--- config.mk ---
export PLATFORM = sky130hd
export DESIGN_NAME = lvp_regs
export DESIGN_NICKNAME = d
export VERILOG_FILES = /design/src/lvp_pkg.sv /design/src/lvp_regs.sv
export SDC_FILE = /design/constraint.sdc
export NUM_CORES = 1
export LEC_CHECK = 0
export ABC_AREA = 1
export BUFFER_PORTS_ARGS = -buffer_cell sky130_fd_sc_hd__buf_2
export CORE_MARGIN = 1
export CORE_UTILIZATION = 40
export CTS_BUF_LIST = sky130_fd_sc_hd__clkbuf_8
export DETAILED_ROUTE_END_ITERATION = 7
export PLACE_DENSITY = 0.77
export SYNTH_ARGS = -nofsm -noshare
export SYNTH_HDL_FRONTEND = slang
export SYNTH_SLANG_ARGS = --single-unit
--- constraint.sdc ---
create_clock -name pclk -period 2.9 [get_ports pclk]
set_input_delay 0.145 -clock pclk [delete_from_list [all_inputs] [get_ports pclk]]
set_output_delay 0.145 -clock pclk [all_outputs]
set_load 0.005 [all_outputs]
--- src/lvp_pkg.sv ---
// Constants and carrier types for the linefeed voltage and power register bank.
// Assumes a 32-bit APB slave port; each register sits in one aligned word.
package lvp_pkg;

    // ----------------------------------------------------------------
    // Register indices and byte addresses (byte address = 4 * index)
    // ----------------------------------------------------------------
    localparam logic [7:0]  IDX_ON_HOOK    = 8'h48;
    localparam logic [7:0]  IDX_COMMON     = 8'h49;
    localparam logic [7:0]  IDX_HIGH_BATT  = 8'h4a;
    localparam logic [7:0]  IDX_LOW_BATT   = 8'h4b;
    localparam logic [7:0]  IDX_PWR_SELECT = 8'h4c;
    localparam logic [7:0]  IDX_PWR_READ   = 8'h4d;
    localparam int          ADDR_W         = 12;
    localparam logic [11:0] ADDR_ON_HOOK    = {2'h0, IDX_ON_HOOK, 2'h0};
    localparam logic [11:0] ADDR_COMMON     = {2'h0, IDX_COMMON, 2'h0};
    localparam logic [11:0] ADDR_HIGH_BATT  = {2'h0, IDX_HIGH_BATT, 2'h0};
    localparam logic [11:0] ADDR_LOW_BATT   = {2'h0, IDX_LOW_BATT, 2'h0};
    localparam logic [11:0] ADDR_PWR_SELECT = {2'h0, IDX_PWR_SELECT, 2'h0};
    localparam logic [11:0] ADDR_PWR_READ   = {2'h0, IDX_PWR_READ, 2'h0};

    // ----------------------------------------------------------------
    // Field positions and widths
    // ----------------------------------------------------------------
    localparam int POL_BIT   = 6;
    localparam int MAG_W     = 6;
    localparam int PTR_W     = 3;
    localparam int PWR_W     = 8;
    localparam int NUM_XTOR  = 6;

    // ----------------------------------------------------------------
    // Reset values
    // ----------------------------------------------------------------
    localparam logic [7:0] RST_ON_HOOK    = 8'h20;
    localparam logic [7:0] RST_COMMON     = 8'h02;
    localparam logic [7:0] RST_HIGH_BATT  = 8'h32;
    localparam logic [7:0] RST_LOW_BATT   = 8'h10;
    localparam logic [7:0] RST_PWR_SELECT = 8'h00;
    localparam logic [7:0] RST_PWR_READ   = 8'h00;

    // ----------------------------------------------------------------
    // Pointer codes
    // ----------------------------------------------------------------
    localparam logic [2:0] PTR_Q3   = 3'h2;
    localparam logic [2:0] PTR_Q4   = 3'h3;
    localparam logic [2:0] PTR_LAST = 3'h5;

    // Readout step size: coarse 30.4 mW, fine 3.62 mW
    typedef enum logic [0:0] {
        SCALE_COARSE = 1'b0,
        SCALE_FINE   = 1'b1
    } lvp_scale_t;

    // Settings handed to the analog loop
    typedef struct packed {
        logic             line_polarity_sel;
        logic [MAG_W-1:0] onhook_diff_setting;
        logic [MAG_W-1:0] common_mode_setting;
        logic [MAG_W-1:0] high_batt_setting;
        logic [MAG_W-1:0] low_batt_setting;
    } lvp_line_cfg_t;

    // Signed differential target: polarity plus magnitude
    typedef struct packed {
        logic             negative;
        logic [MAG_W-1:0] magnitude;
    } lvp_diff_t;

endpackage

--- src/lvp_regs.sv ---
// Linefeed voltage and power register bank with APB slave port.
// Assumes the analog loop supplies per-transistor power codes and line state.
//
// Operation
// - Bit 6 of on-hook register picks polarity: 0 positive, 1 negative.
// - On-hook magnitude is six bits, 1.5 V per code from zero.
// - Common mode drives tip when forward, ring when reverse, in active/on-hook.
// - Common mode is six bits, zero down to most negative, 1.5 V steps.
// - High battery is six bits, negative 1.5 V steps, resets to -75 V.
// - Low battery is six bits, negative 1.5 V steps, resets to -24 V.
// - Pointer codes 0 to 5 pick transistors one to six; 6, 7 undefined.
// - Read-only power byte of selected transistor; 30.4 mW steps for 1,2,5,6.
// - Transistors three and four report power in 3.62 mW steps.
// - Manual differential control makes line follow the on-hook setting.
//
// Implementation choice: the APB slave port.
`timescale 1ns/100ps

module lvp_regs
    import lvp_pkg::*;
(
    input  wire logic                         pclk,
    input  wire logic                         presetn,
    input  wire logic [ADDR_W-1:0]            paddr,
    input  wire logic                         psel,
    input  wire logic                         penable,
    input  wire logic                         pwrite,
    input  wire logic [31:0]                  pwdata,
    output logic                              pready,
    output logic [31:0]                       prdata,
    output logic                              pslverr,
    input  wire logic [NUM_XTOR-1:0][PWR_W-1:0] xtor_power,
    input  wire logic                         reverse_state,
    input  wire logic                         cm_feed_state,
    input  wire logic                         diff_manual_ctrl,
    input  wire lvp_diff_t                    auto_diff_target,
    output lvp_line_cfg_t                     line_cfg,
    output lvp_diff_t                         diff_target,
    output logic [MAG_W-1:0]                  tip_cm_target,
    output logic                              tip_cm_en,
    output logic [MAG_W-1:0]                  ring_cm_target,
    output logic                              ring_cm_en,
    output lvp_scale_t                        readout_scale,
    output logic                              pointer_valid,
    output logic                              battery_order_err
);

    // ----------------------------------------------------------------
    // Register storage
    // ----------------------------------------------------------------
    logic [2:0]       power_monitor_pointer;
    logic [PWR_W-1:0] power_readout_value;

    // ----------------------------------------------------------------
    // APB decode
    // ----------------------------------------------------------------
    // Setup phase is the cycle the request is first seen
    wire setup_phase = psel & ~penable;
    wire access_done = psel & penable & pready;
    wire wr_commit   = access_done & pwrite;

    wire hit_on_hook  = (paddr == ADDR_ON_HOOK);
    wire hit_common   = (paddr == ADDR_COMMON);
    wire hit_high     = (paddr == ADDR_HIGH_BATT);
    wire hit_low      = (paddr == ADDR_LOW_BATT);
    wire hit_select   = (paddr == ADDR_PWR_SELECT);
    wire hit_read     = (paddr == ADDR_PWR_READ);
    wire addr_mapped  = hit_on_hook | hit_common | hit_high | hit_low | hit_select | hit_read;

    wire wr_on_hook = wr_commit & hit_on_hook;
    wire wr_common  = wr_commit & hit_common;
    wire wr_high    = wr_commit & hit_high;
    wire wr_low     = wr_commit & hit_low;
    wire wr_select  = wr_commit & hit_select;

    // Read mux; reserved bits are constant zero
    wire [31:0] rd_on_hook = {25'h0, line_cfg.line_polarity_sel, line_cfg.onhook_diff_setting};
    wire [31:0] rd_common  = {26'h0, line_cfg.common_mode_setting};
    wire [31:0] rd_high    = {26'h0, line_cfg.high_batt_setting};
    wire [31:0] rd_low     = {26'h0, line_cfg.low_batt_setting};
    wire [31:0] rd_select  = {29'h0, power_monitor_pointer};
    wire [31:0] rd_read    = {24'h0, power_readout_value};

    wire [31:0] next_prdata = hit_on_hook ? rd_on_hook :
                              hit_common  ? rd_common  :
                              hit_high    ? rd_high    :
                              hit_low     ? rd_low     :
                              hit_select  ? rd_select  :
                              hit_read    ? rd_read    : 32'h0;

    // Answer in the cycle after setup: no wait states
    always_ff @(posedge pclk or negedge presetn) begin
        if (!presetn) begin
            pready  <= 1'b0;
            prdata  <= 32'h0;
            pslverr <= 1'b0;
        end else begin
            pready  <= setup_phase;
            prdata  <= (setup_phase & ~pwrite) ? next_prdata : 32'h0;
            pslverr <= setup_phase & ~addr_mapped;
        end
    end

    // ----------------------------------------------------------------
    // Writable settings
    // ----------------------------------------------------------------
    // Only the defined low bits are stored
    always_ff @(posedge pclk or negedge presetn) begin
        if (!presetn) begin
            line_cfg.line_polarity_sel   <= RST_ON_HOOK[POL_BIT];
            line_cfg.onhook_diff_setting <= RST_ON_HOOK[MAG_W-1:0];
            line_cfg.common_mode_setting <= RST_COMMON[MAG_W-1:0];
            line_cfg.high_batt_setting   <= RST_HIGH_BATT[MAG_W-1:0];
            line_cfg.low_batt_setting    <= RST_LOW_BATT[MAG_W-1:0];
            power_monitor_pointer        <= RST_PWR_SELECT[PTR_W-1:0];
        end else begin
            if (wr_on_hook) begin
                line_cfg.line_polarity_sel   <= pwdata[POL_BIT];
                line_cfg.onhook_diff_setting <= pwdata[MAG_W-1:0];
            end
            if (wr_common) begin
                line_cfg.common_mode_setting <= pwdata[MAG_W-1:0];
            end
            if (wr_high) begin
                line_cfg.high_batt_setting <= pwdata[MAG_W-1:0];
            end
            if (wr_low) begin
                line_cfg.low_batt_setting <= pwdata[MAG_W-1:0];
            end
            if (wr_select) begin
                power_monitor_pointer <= pwdata[PTR_W-1:0];
            end
        end
    end

    // ----------------------------------------------------------------
    // Power monitor selection
    // ----------------------------------------------------------------
    logic [NUM_XTOR-1:0][PWR_W-1:0] masked_power;
    logic [PWR_W-1:0]               next_readout;

    // One masked lane per transistor
    genvar gi;
    generate
        for (gi = 0; gi < NUM_XTOR; gi = gi + 1) begin : g_lane
            assign masked_power[gi] = (power_monitor_pointer == 3'(gi)) ? xtor_power[gi] : '0;
        end
    endgenerate

    // Undefined pointer codes read zero
    always_comb begin
        next_readout = '0;
        for (int i = 0; i < NUM_XTOR; i++) begin
            next_readout = next_readout | masked_power[i];
        end
    end

    wire        next_ptr_valid = (power_monitor_pointer <= PTR_LAST);
    wire        fine_sel       = (power_monitor_pointer == PTR_Q3) | (power_monitor_pointer == PTR_Q4);
    lvp_scale_t next_scale;
    assign next_scale = fine_sel ? SCALE_FINE : SCALE_COARSE;

    // Real-time readout and its step size
    always_ff @(posedge pclk or negedge presetn) begin
        if (!presetn) begin
            power_readout_value <= RST_PWR_READ;
            readout_scale       <= SCALE_COARSE;
            pointer_valid       <= 1'b0;
        end else begin
            power_readout_value <= next_readout;
            readout_scale       <= next_scale;
            pointer_valid       <= next_ptr_valid;
        end
    end

    // ----------------------------------------------------------------
    // Loop targets
    // ----------------------------------------------------------------
    lvp_diff_t onhook_diff;
    assign onhook_diff = '{negative: line_cfg.line_polarity_sel, magnitude: line_cfg.onhook_diff_setting};

    lvp_diff_t next_diff_target;
    assign next_diff_target = diff_manual_ctrl ? onhook_diff : auto_diff_target;

    wire next_tip_en  = cm_feed_state & ~reverse_state;
    wire next_ring_en = cm_feed_state & reverse_state;
    wire next_order_err = (line_cfg.high_batt_setting < line_cfg.low_batt_setting);

    // Differential and common-mode targets toward the loop
    always_ff @(posedge pclk or negedge presetn) begin
        if (!presetn) begin
            diff_target       <= '0;
            tip_cm_target     <= '0;
            tip_cm_en         <= 1'b0;
            ring_cm_target    <= '0;
            ring_cm_en        <= 1'b0;
            battery_order_err <= 1'b0;
        end else begin
            diff_target       <= next_diff_target;
            tip_cm_en         <= next_tip_en;
            ring_cm_en        <= next_ring_en;
            tip_cm_target     <= next_tip_en ? line_cfg.common_mode_setting : '0;
            ring_cm_target    <= next_ring_en ? line_cfg.common_mode_setting : '0;
            battery_order_err <= next_order_err;
        end
    end
endmodule

==> impl_results.md, run 1 <==
* Outcome: finished with violations
* Violated checks: negative hold slack
* DRT iter0 DRCs at 206
* Pleak at 2.44 nW
* Mux contribution to synthesized area at 0.628%
* Final setup viols at 0
* Critical R2R Launch: pready$_DFF_PN0_
* CP delay by family, top: simple AND/OR/NAND/NOR gates
* EDFF count, synth at 0
* DR vias at 3330
* Flop-to-flop setup slack at 1.17 ns
* CTS H-tree lvls at 3
* Top Ports at 190
* Pwr dens at 410 nW/um^2
* Max VDD drop at 0.000203 V
* Async S/R FF share, synth at 100%
* Initial Util at about two fifths
* Final worst slack at 1.09 ns
* Pins over their slew limit at 0
* Final setup TNS at 0 ns
* Average instance area after synthesis at 8.13 um^2
* GPL Wtd Cong at 0.841
* First-pass detailed-route iteration total at 4
* CTS clk-pin slew, worst paths at 0.07 ns
* Post-layout min period at 1.81 ns
* Clock Path Buffers at 2
* Most common cell on crit path: nand2_1
* Initial antenna violation count at 0
* RSZ-0062 raised after global routing: false
* CP startpoint kind: input port
* Post-synthesis xor/xnor area fraction at 0%
* Worst setup path startpoint: penable
* Fill cells at 819
* Vias in the first global route at 3300
* Drt drc at 0
* Via/cell ratio at between 4 and 5
* CP max-delay cell: dlygate4sd3_1
* ANT nets after route at 0
* Post-synth top flop: dfrtp_1
* CTS sink count at 70
* Layout cells sized above 1 at between 30% and 40%
* Main combinational cell family by area after synthesis: simple AND/OR/NAND/NOR gates
* Slew Limit Headroom at 41.5%
* All-Layer GR Usage at 20.5%
* Non-Filler Instances at 699
* DPL Wire Length at 7.02 mm
* Sequential area share after synthesis at 49.1%
* Area leader, netlist: dfrtp_1
* Synth Area in Compound Gates at 10.5%
* Cell area after synthesis at 3580 um^2
* Resized Gates After CTS at 0
* Yosys cell types at 30
* Flops & latches, synth at 70
* Clk_lat worst skew at 0.35 ns
* CP Data Required Time at 3.12 ns
* Commonest non-fill, non-tap cell in the layout: buf_2
* Max Cap Violations at 0
* Diodes inserted at 0
* Post-Syn Instances at 441
* Area share of the largest cell type after synthesis at 44.7%
* Number of buffers created by CTS at 9
* Final WL at between 9 and 10 mm
* WS Path Type: input port to flip-flop
* Skew final at 0.00906 ns
* CORE AREA at 8680 um^2
* Largest net degree at the start of global routing at 71
* Die X-Extent at ~97 um
* Fin. Hold Viols at 6
* Placed Instances at 681
* Dpl ws at 1.16 ns
* Most frequent cells in the layout: 140 x buf_2, 116 x nand2_1, 64 x dfrtp_1, 50 x inv_1, 43 x nor2_1
* Nets at around 700
* Grt ovf at 0
* CTS tree: built
* Worst hold path type: input port to async pin
* Utilization after layout at 51.5%
* Hold buffers post-CTS at 2
* Routed len/inst at 13.3 um
* Die height at about 97 um
* Worst Tran Pin Value at about 0.9 ns
* CP arrival at between 2 and 2.5 ns
* Full die area at 9340 um^2
* Area delta synth->final at 24.8%
* Worst R2R End: line_cfg[0]$_DFFE_PN0P_
* CTS root buf: clkbuf_8
* WHS at -0.0173 ns
* Fin crit share at 62.6%
* Maximum clock rate at about 0.55 GHz
* Crit path buf inv count at 2
* Synth Area in Simple Gates at 25.2%
* Critical Path Fanout Max at 12
* Postcts setup bufs at 0
* CP cell instances: dlygate4sd3_1 -> buf_2 -> nand2_1 -> nor2_1 -> nand3_1 -> nand2_1 -> o21ai_1
* Reg2Reg Depth at 5
* I/O Buffers at 140
* Rows at 34
* Synth warn at 0
* Adder-Cell Fraction of Synth Area at 1.75%
* Synth top area cells: dfrtp_1 45%, nand2_1 12%, buf_4 5.2%, inv_1 4.9%, nor2_1 4.5%
* Worst path max stage delay at 0.53 ns
* First-pass GRT wire length at 15.3 mm
* Worst setup EP type: flip-flop
==> through the flow <==
step                      total power (W)  instance area [um^2]
after floorplan                   0.00109                  3670
after global placement            0.00117                  4280
after detailed placement          0.00117                  4280
after CTS                         0.00184                  4470
after global routing              0.00190                  4470
final                             0.00183                  4470
==> area by class of cell <==
| cell class | count | area (um^2) | share of cell area (%) |
|---|---|---|---|
| Clock buffer | 10 | 138 | 3.08 |
| Tap cell | 108 | 135 | 3.02 |
| Timing Repair Buffer | 143 | 728 | 16.3 |
| Multi-Input combinational cell | 303 | 1460 | 32.6 |
| Inverter | 59 | 221 | 4.95 |
| Sequential cell | 70 | 1760 | 39.4 |
| Clock inverter | 6 | 32.5 | 0.728 |
==> how the worst max path moves through the flow <==
stage,end,slack [ns],depth (start not counted)
final,line_cfg[0]$_DFFE_PN0P_,1.09,7
after global routing,line_cfg[14]$_DFFE_PN0P_,0.96,7
after CTS,line_cfg[5]$_DFFE_PN0P_,1.06,7
after detailed placement,line_cfg[1]$_DFFE_PN0P_,1.16,5
after global placement,line_cfg[5]$_DFFE_PN0P_,1.24,5
after floorplan,line_cfg[14]$_DFFE_PN0P_,1.61,6
==> routing by layer <==
layer / up-vias / wire length (um) / global-route usage, %
met4: 0 / 154 / 7.92
met1: 1541 / 3970 / 25.9
met5: - / 0 / 0
met2: 134 / 4660 / 34.3
li1: 1636 / - / -
met3: 19 / 537 / 4.34
==> state kept, by name (all words and copies together) (netlist names) <==
| register | count |
|---|---|
| battery_order_err | 1 |
| diff_target | 7 |
| line_cfg | 25 |
| pointer_valid | 1 |
| power_monitor_pointer | 3 |
| power_readout_value | 8 |
| prdata | 8 |
| pready | 1 |
| pslverr | 1 |
| readout_scale | 1 |
| ring_cm_en | 1 |
| ring_cm_target | 6 |
| tip_cm_en | 1 |
| tip_cm_target | 6 |
==> cell families (layout without fill, tap and decap cells) <==
group	count (synthesis)	in the layout
AO/OA/AOI/OAI	62	62
adder cells (fa/ha/maj)	5	5
buffers and inverters	91	218
flip-flops	70	70
multiplexers	2	2
other	1	24
AND/OR/NAND/NOR	210	210
==> worst reg2reg max path, cell delays in order, from the launching register on <==
cell and delay (ns):
dfrtp_1 0.35, nand2_1 0.05, nor2_1 0.45, nand3_1 0.48, nand2_1 0.18, o21ai_1 0.08
==> report_power, final <==
group / total [W] / internal, W / switching [W]
clock network: 0.000682 / 0.000324 / 0.000357
logic: 0.000158 / 0.0000644 / 0.0000938
registers: 0.000995 / 0.000991 / 0.00000425
total: 0.00183 / 0.00138 / 0.000455
==> Yosys cell counts, types with 6 or more instances <==
cell / number
buf_4: 25
nand2_2: 6
dfstp_2: 6
nand2_1: 116
o21ai_0: 7
inv_2: 12
nand3_1: 31
nor2_1: 43
o21ai_1: 18
a21oi_1: 17
inv_1: 47
o21ai_2: 12
dfrtp_1: 64
Power figures use the tool's default switching activity.
==> run 2, diff against run 1 <==
--- a/config.mk
+++ b/config.mk
@@ -11,7 +11,7 @@
 export CORE_UTILIZATION = 40
 export CTS_BUF_LIST = sky130_fd_sc_hd__clkbuf_8
 export DETAILED_ROUTE_END_ITERATION = 7
-export PLACE_DENSITY = 0.77
+export PLACE_DENSITY = 0.8
 export SYNTH_ARGS = -nofsm -noshare
 export SYNTH_HDL_FRONTEND = slang
 export SYNTH_SLANG_ARGS = --single-unit
==> constraint.sdc (replaced) <==
create_clock -name pclk -period 1.51 [get_ports pclk]
set_input_delay 0.0755 -clock pclk [delete_from_list [all_inputs] [get_ports pclk]]
set_output_delay 0.0755 -clock pclk [all_outputs]
set_load 0.005 [all_outputs]
==> run 2 against run 1 <==
  * The flow now finishes without violations
  * Combinational power increased to 2.6 times the previous value
  * Worst hold slack improved by 0.024 ns
  * Flip-flop and latch count unchanged
  * Design area increased by 12%
  * Sequential power increased by 92%
  * Largest cell class unchanged
  * Highest routed layer unchanged
==> impl_results.md, run 2 (same netlist as run 1, synthesis figures left out) <==
* Largest register FFs at 25 (unchanged)
* Max Cap Violations at 0 (unchanged)
* Initial Util at 41.3% (unchanged)
* CTS H-tree lvls at 3 (unchanged)
* Most frequent cells in the layout: 140 x buf_2, 116 x nand2_1, 64 x dfrtp_1, 48 x inv_1, 46 x dlygate4sd3_1 (was 140 x buf_2, 116 x nand2_1, 64 x dfrtp_1, 50 x inv_1, 43 x nor2_1)
* Nets at 748 (was 698)
* Commonest non-fill, non-tap cell in the layout: buf_2 (unchanged)
* Pins over their slew limit at 0 (unchanged)
* Worst hold path type: input port to flip-flop (was input port to async pin)
* Net switching power at 0.000927 W (was 0.000455 W)
* Diodes inserted at 0 (unchanged)
* Layout cells sized above 1 at 32.4% (was 33.8%)
* Reg2Reg Depth at 5 (unchanged)
* Drt drc at 0 (unchanged)
* Routed len/inst at 13.7 um (was 13.3 um)
* Fill cells at 781 (was 819)
* Area delta synth->final at 40.0% (was 24.8%)
* Worst path max stage delay at 0.51 ns (was 0.53 ns)
* Combinational power share at 10.2% (was 8.6%)
* Final WL at 10.3 mm (was 9.32 mm)
* Via/cell ratio at 4.85 (was 4.76)
* WHS Path Cells at 3
* DR vias at 3630 (was 3330)
* Clock network power share at 41.4% (was 37.1%)
* First-pass GRT wire length at 17.0 mm (was 15.3 mm)
* Skew final at 0.00911 ns (was 0.00906 ns)
* Worst R2R End: power_readout_value[6]$_DFF_PN0_ (was line_cfg[0]$_DFFE_PN0P_)
* Top Ports at 190 (unchanged)
* WHS at 0.00627 ns (was -0.0173 ns)
* ANT nets after route at 0 (unchanged)
* Max VDD drop at 0.000339 V (was 0.000203 V)
* Utilization after layout at 57.8% (was 51.5%)
* CTS clk-pin slew, worst paths at 0.08 ns (was 0.07 ns)
* Flop-to-flop setup slack at 0.11 ns (was 1.17 ns)
* CORE AREA at 8680 um^2 (unchanged)
* Hold endpoint: diff_target[5]$_DFF_PN0_
* Switch share at 23.4% (was 24.8%)
* I/O Buffers at 140 (unchanged)
* Final setup viols at 0 (unchanged)
* CP arrival at 1.63 ns (was 2.03 ns)
* RSZ-0062 raised after global routing: false (unchanged)
* DRT iter0 DRCs at 199 (was 206)
* CP startpoint kind: flip-flop (was input port)
* Critical Path Fanout Max at 8 (was 12)
* Outcome: finished clean (was finished with violations)
* Top reg by flops: line_cfg (unchanged)
* Vias in the first global route at 3695 (was 3300)
* WS Path Type: flip-flop to flip-flop (was input port to flip-flop)
* Fin. Hold Viols at 0 (was 6)
* Rows at 34 (unchanged)
* DPL Wire Length at 7.15 mm (was 7.02 mm)
* GPL Wtd Cong at 0.854 (was 0.841)
* Critical R2R Launch: power_monitor_pointer[2]$_DFFE_PN0P_ (was pready$_DFF_PN0_)
* Register share of total power at 48.4% (was 54.2%)
* Pwr dens at 788 nW/um^2 (was 410 nW/um^2)
* Number of buffers created by CTS at 9 (unchanged)
* Clk_lat worst skew at 0.35 ns (about the same)
* First-pass detailed-route iteration total at 5 (was 4)
* Post-layout min period at around 1.4 ns
* Clock Path Buffers at 2 (unchanged)
* Initial antenna violation count at 0 (unchanged)
* CTS sink count at 70 (unchanged)
* Worst setup EP type: flip-flop (unchanged)
* Die height at 96.7 um (unchanged)
* Pleak at 2.67 nW (was 2.44 nW)
* Biggest regs: line_cfg x25, power_readout_value x8, prdata x8 (unchanged)
* CTS root buf: clkbuf_8 (unchanged)
* HP Start: auto_diff_target[5]
* Fin crit share at 93.0%
* Int Pwr at 0.00303 W (was 0.00138 W)
* Final setup TNS at 0 ns (unchanged)
* CP Data Required Time at 1.73 ns (was 3.12 ns)
* Postcts setup bufs at 0 (unchanged)
* CTS tree: built (unchanged)
* Full die area at 9340 um^2 (unchanged)
* Maximum clock rate at between 0.7 and 0.8 GHz
* Largest net degree at the start of global routing at 71 (unchanged)
* Die X-Extent at 96.7 um (unchanged)
* Grt ovf at 0 (unchanged)
* CP max-delay cell: dfrtp_1 (was dlygate4sd3_1)
* All-Layer GR Usage at 22.7% (was 20.5%)
* CP cell instances: nor2_1 -> nand2_1 -> inv_2 -> a221oi_1 -> nand3_1 (was dlygate4sd3_1 -> buf_2 -> nand2_1 -> nor2_1 -> nand3_1 -> nand2_1 -> o21ai_1)
run 2: worst max-delay path: cells and delay by family, from the launching register on:
family	cells	cell delay, ns
AND/OR/NAND/NOR	3	0.37
flip-flops	1	0.51
buffers and inverters	1	0.09
AO/OA/AOI/OAI	1	0.31
run 2: area by class of cell:
type | instances | area, um^2 | area share [%]
timing repair buffer | 193 | 1230 | 24.4
inverter | 59 | 221 | 4.41
tap | 108 | 135 | 2.69
multi-input combinational | 303 | 1460 | 29.1
sequential | 70 | 1760 | 35.1
clock inverter | 7 | 90.1 | 1.80
clock buffer | 9 | 124 | 2.47
run 2: how the worst max path moves through the flow:
stage | from | endpoint | slack (ns) | cells past startpoint
finish | power_monitor_pointer[2]$_DFFE_PN0P_ | power_readout_value[6]$_DFF_PN0_ | 0.11 | 5
global route | power_monitor_pointer[2]$_DFFE_PN0P_ | power_readout_value[0]$_DFF_PN0_ | 0.004 | 7
CTS | power_monitor_pointer[2]$_DFFE_PN0P_ | power_readout_value[6]$_DFF_PN0_ | 0.11 | 5
detailed placement | paddr[7] | prdata[0]$_DFF_PN0_ | 0.1 | 9
global placement | power_monitor_pointer[2]$_DFFE_PN0P_ | power_readout_value[5]$_DFF_PN0_ | 0.15 | 5
floorplan | pready$_DFF_PN0_ | line_cfg[14]$_DFFE_PN0P_ | 0.22 | 6
run 2: through the flow:
step                instances  setup WS (ns)  cell area, um^2  total power (W)
finish                    749          0.105             5020          0.00395
global route              749        0.00393             5020          0.00409
CTS                       749          0.106             5010          0.00395
detailed placement        687         0.0955             4340          0.00225
global placement          687          0.152             4340          0.00224
floorplan                 464          0.224             3670          0.00210
run 2: metal layers:
metal  up-vias  part of all wire [%]  track usage (%)  routed length, um
met5         -                     0                0                  0
met4         0                   3.7             10.8                381
met3        40                   6.8             5.13                695
met2       158                    51             39.8               5250
met1      1692                    38             26.2               3940
li1       1740                     -                -                  -
run 2: timing repair:
| action | CTS | global route |
|---|---|---|
| endpoints found under the hold margin | 82 | 0 |
| hold buffers | 46 | 0 |
| endpoints found under the setup margin | 0 | 1 |
| gates resized for setup | 0 | 1 |
run 2: power groups by stage:
stage               Sequential, W  Combinational, W  Clock (W)
finish                    0.00191          0.000403    0.00164
detailed placement        0.00195          0.000305          0
global placement          0.00195          0.000297          0
floorplan                 0.00195          0.000149          0
global route              0.00191          0.000450    0.00173
CTS                       0.00191          0.000398    0.00164
==> run 3, diff against run 2 <==
--- a/config.mk
+++ b/config.mk
@@ -12,6 +12,7 @@
 export CTS_BUF_LIST = sky130_fd_sc_hd__clkbuf_8
 export DETAILED_ROUTE_END_ITERATION = 7
 export PLACE_DENSITY = 0.8
+export SETUP_SLACK_MARGIN = 0.3
 export SYNTH_ARGS = -nofsm -noshare
 export SYNTH_HDL_FRONTEND = slang
 export SYNTH_SLANG_ARGS = --single-unit
==> run 3 against run 2 <==
  * The run now ends with negative hold slack left
  * Sequential power barely moved
  * Power shrank 3.9%
  * Non-clock buffer count grew 17
  * Flip-flop and latch count unchanged
  * Largest cell class unchanged
  * Largest power group unchanged
==> impl_results.md, run 3 (same netlist as run 1, synthesis figures left out) <==
* All-Layer GR Usage at 24.0% (was 22.7%)
* Fill cells at 673 (was 781)
* Pwr dens at 707 nW/um^2 (was 788 nW/um^2)
* I/O Buffers at 140 (unchanged)
* CP max-delay cell: dfrtp_2 (was dfrtp_1)
* Largest net degree at the start of global routing at 71 (unchanged)
* DR vias at 3826 (was 3630)
* Reg2Reg Depth at 7 (was 5)
* Crit path buf inv count at 2 (was 1)
* GPL Wtd Cong at 0.861 (was 0.854)
* Switch share at 23.9% (was 23.4%)
* Max VDD drop at 0.000368 V (was 0.000339 V)
* Diodes inserted at 0 (unchanged)
* DRT iter0 DRCs at 291 (was 199)
* CORE AREA at 8680 um^2 (unchanged)
* CTS tree: built (unchanged)
* Area delta synth->final at 50.1% (was 40.0%)
* Top Ports at 190 (unchanged)
* Pins over their slew limit at 0 (unchanged)
* Commonest non-fill, non-tap cell in the layout: buf_2 (unchanged)
* ANT nets after route at 0 (unchanged)
* Worst setup EP type: flip-flop (unchanged)
* Die X-Extent at 96.7 um (unchanged)
* Overall Power at 0.00380 W (was 0.00395 W)
* Worst setup path startpoint: power_monitor_pointer[0]$_DFFE_PN0P_ (was power_monitor_pointer[2]$_DFFE_PN0P_)
* Full die area at 9340 um^2 (unchanged)
* CP arrival at 1.53 ns (was 1.63 ns)
* Critical Path Fanout Max at 8 (unchanged)
* Initial antenna violation count at 0 (unchanged)
* Violated checks: negative hold slack
* Biggest regs: line_cfg x25, power_readout_value x8, prdata x8 (unchanged)
* Int Pwr at 0.00289 W (was 0.00303 W)
* WHS Path Cells at 3 (unchanged)
* CP Data Required Time at 1.73 ns (about the same)
* CP startpoint kind: flip-flop (unchanged)
* Routed len/inst at 15.1 um (was 13.7 um)
* Worst Tran Pin Value at 0.531 ns
* Combinational power share at 10.9% (was 10.2%)
* CTS sink count at 70 (unchanged)
* Maximum clock rate at 0.765 GHz (was 0.712 GHz)
* CP delay by family, top: flip-flops (unchanged)
* CTS H-tree lvls at 3 (unchanged)
* Critical path depth at 7 (was 5)
* Drt drc at 0 (unchanged)
* Outcome: finished with violations (was finished clean)
* WHS at -0.00744 ns (was 0.00627 ns)
* Clock Path Buffers at 2 (unchanged)
* Slew Limit Headroom at 64.4%
* Largest register FFs at 25 (unchanged)
* Skew final at 0.00933 ns (was 0.00911 ns)
* Clk_lat worst skew at 0.35 ns (about the same)
* Pleak at 2.82 nW (was 2.67 nW)
* Post-layout min period at 1.31 ns (was 1.40 ns)
* CTS clk-pin slew, worst paths at 0.07 ns (was 0.08 ns)
* Final setup TNS at 0 ns (unchanged)
* Most frequent cells in the layout: 140 x buf_2, 100 x nand2_1, 61 x dfrtp_1, 45 x inv_1, 41 x dlygate4sd3_1 (was 140 x buf_2, 116 x nand2_1, 64 x dfrtp_1, 48 x inv_1, 46 x dlygate4sd3_1)
* Vias in the first global route at 3734 (was 3695)
* CP cell instances: inv_2 -> nor3_4 -> buf_12 -> nand2_4 -> nand2_2 -> a221oi_2 -> nand3_1 (was nor2_1 -> nand2_1 -> inv_2 -> a221oi_1 -> nand3_1)
* Utilization after layout at 62.0% (was 57.8%)
* DPL Wire Length at 7.24 mm (was 7.15 mm)
* Initial Util at 41.3% (unchanged)
* Number of buffers created by CTS at 9 (unchanged)
* Flop-to-flop setup slack at 0.20 ns (was 0.11 ns)
* Register share of total power at 50.3% (was 48.4%)
* CTS root buf: clkbuf_8 (unchanged)
* Fin crit share at 86.6% (was 93.0%)
* Worst hold path type: input port to flip-flop (unchanged)
* WS Path Type: flip-flop to flip-flop (unchanged)
* Max Cap Violations at 0 (unchanged)
* Layout cells sized above 1 at 41.3% (was 32.4%)
* Final WL at 11.6 mm (was 10.3 mm)
* Nets at 765 (was 748)
* Final setup viols at 0 (unchanged)
* Critical R2R Launch: power_monitor_pointer[0]$_DFFE_PN0P_ (was power_monitor_pointer[2]$_DFFE_PN0P_)
* Die height at 96.7 um (unchanged)
* RSZ-0062 raised after global routing: true (was false)
* Top reg by flops: line_cfg (unchanged)
* Clock network power share at 38.8% (was 41.4%)
* Worst R2R End: power_readout_value[6]$_DFF_PN0_ (unchanged)
* Crit path to: power_readout_value[6]$_DFF_PN0_ (unchanged)
* First-pass GRT wire length at 17.9 mm (was 17.0 mm)
* Rows at 34 (unchanged)
* Net switching power at 0.000907 W (was 0.000927 W)
* First-pass detailed-route iteration total at 5 (unchanged)
* Grt ovf at 0 (unchanged)
* Worst path max stage delay at 0.46 ns (was 0.51 ns)
* Fin. Hold Viols at 1 (was 0)
* Via/cell ratio at 4.99 (was 4.85)
run 3: cell types whose count changed in the layout (fill, tap and decap cells not counted), moves of 4 or more:
cell and delta:
nand2_1 -16, o21ai_2 +4, buf_4 +16, dlygate4sd3_1 -5, nand2_2 +10, nand3_1 -4
nand2_4 +5
run 3: power by group through the flow:
stage               combinational [W]  sequential, W  clock, W
global route                 0.000455        0.00191   0.00159
detailed placement           0.000306        0.00195         0
floorplan                    0.000149        0.00195         0
CTS                          0.000395        0.00191   0.00148
finish                       0.000413        0.00191   0.00147
global placement             0.000297        0.00195         0
run 3: through the flow:
stage                     instances  instance area (um^2)  hold WS (ns)  setup WS (ns)
after floorplan                 464                  3670        -0.220          0.313
after CTS                       754                  5110      0.000188          0.268
final                           766                  5380      -0.00744          0.203
after global routing            766                  5380       0.00419          0.151
after global placement          687                  4340         0.117          0.151
after detailed placement        687                  4340         0.130         0.0867
run 3: layer usage:
layer / vias to the layer above / GRT usage [%] / part of all wire (%)
met4: 0 / 13.3 / 4.8
met3: 64 / 5.85 / 7.8
met5: - / 0 / 0
li1: 1769 / - / -
met2: 215 / 40.4 / 50
met1: 1778 / 28.0 / 38
run 3: layout make-up:
cell class,count,area [um^2],area share (%)
clock inverters,6,55.1,1.02
multi-input cells,303,1670,31.0
well taps,108,135,2.51
inverters,59,229,4.26
repair buffers,210,1390,25.8
clock buffers,10,138,2.56
flip-flops and latches,70,1760,32.8
run 3: tightest hold or removal path, stage by stage:
cell,delay [ns]
buf_2,0.08
nand2_1,0.05
nand4_1,0.10
run 3: worst min path at each step:
stage | slack (ns) | from | end
2_1_floorplan | -0.22 | presetn | battery_order_err$_DFF_PN0_
3_3_place_gp | 0.12 | presetn | diff_target[2]$_DFF_PN0_
3_5_place_dp | 0.13 | presetn | diff_target[1]$_DFF_PN0_
4_1_cts | 0.0002 | auto_diff_target[1] | diff_target[1]$_DFF_PN0_
5_1_grt | 0.004 | xtor_power[31] | power_readout_value[7]$_DFF_PN0_
6_report | -0.007 | xtor_power[34] | power_readout_value[2]$_DFF_PN0_
run 3: what timing repair did:
item	4_1_cts	5_1_grt
setup endpoints to repair	37	38
gates cloned	0	2
pin swaps	8	10
gates resized for setup	26	39
hold endpoints to repair	82	0
hold buffers	41	0
buffers inserted	10	10
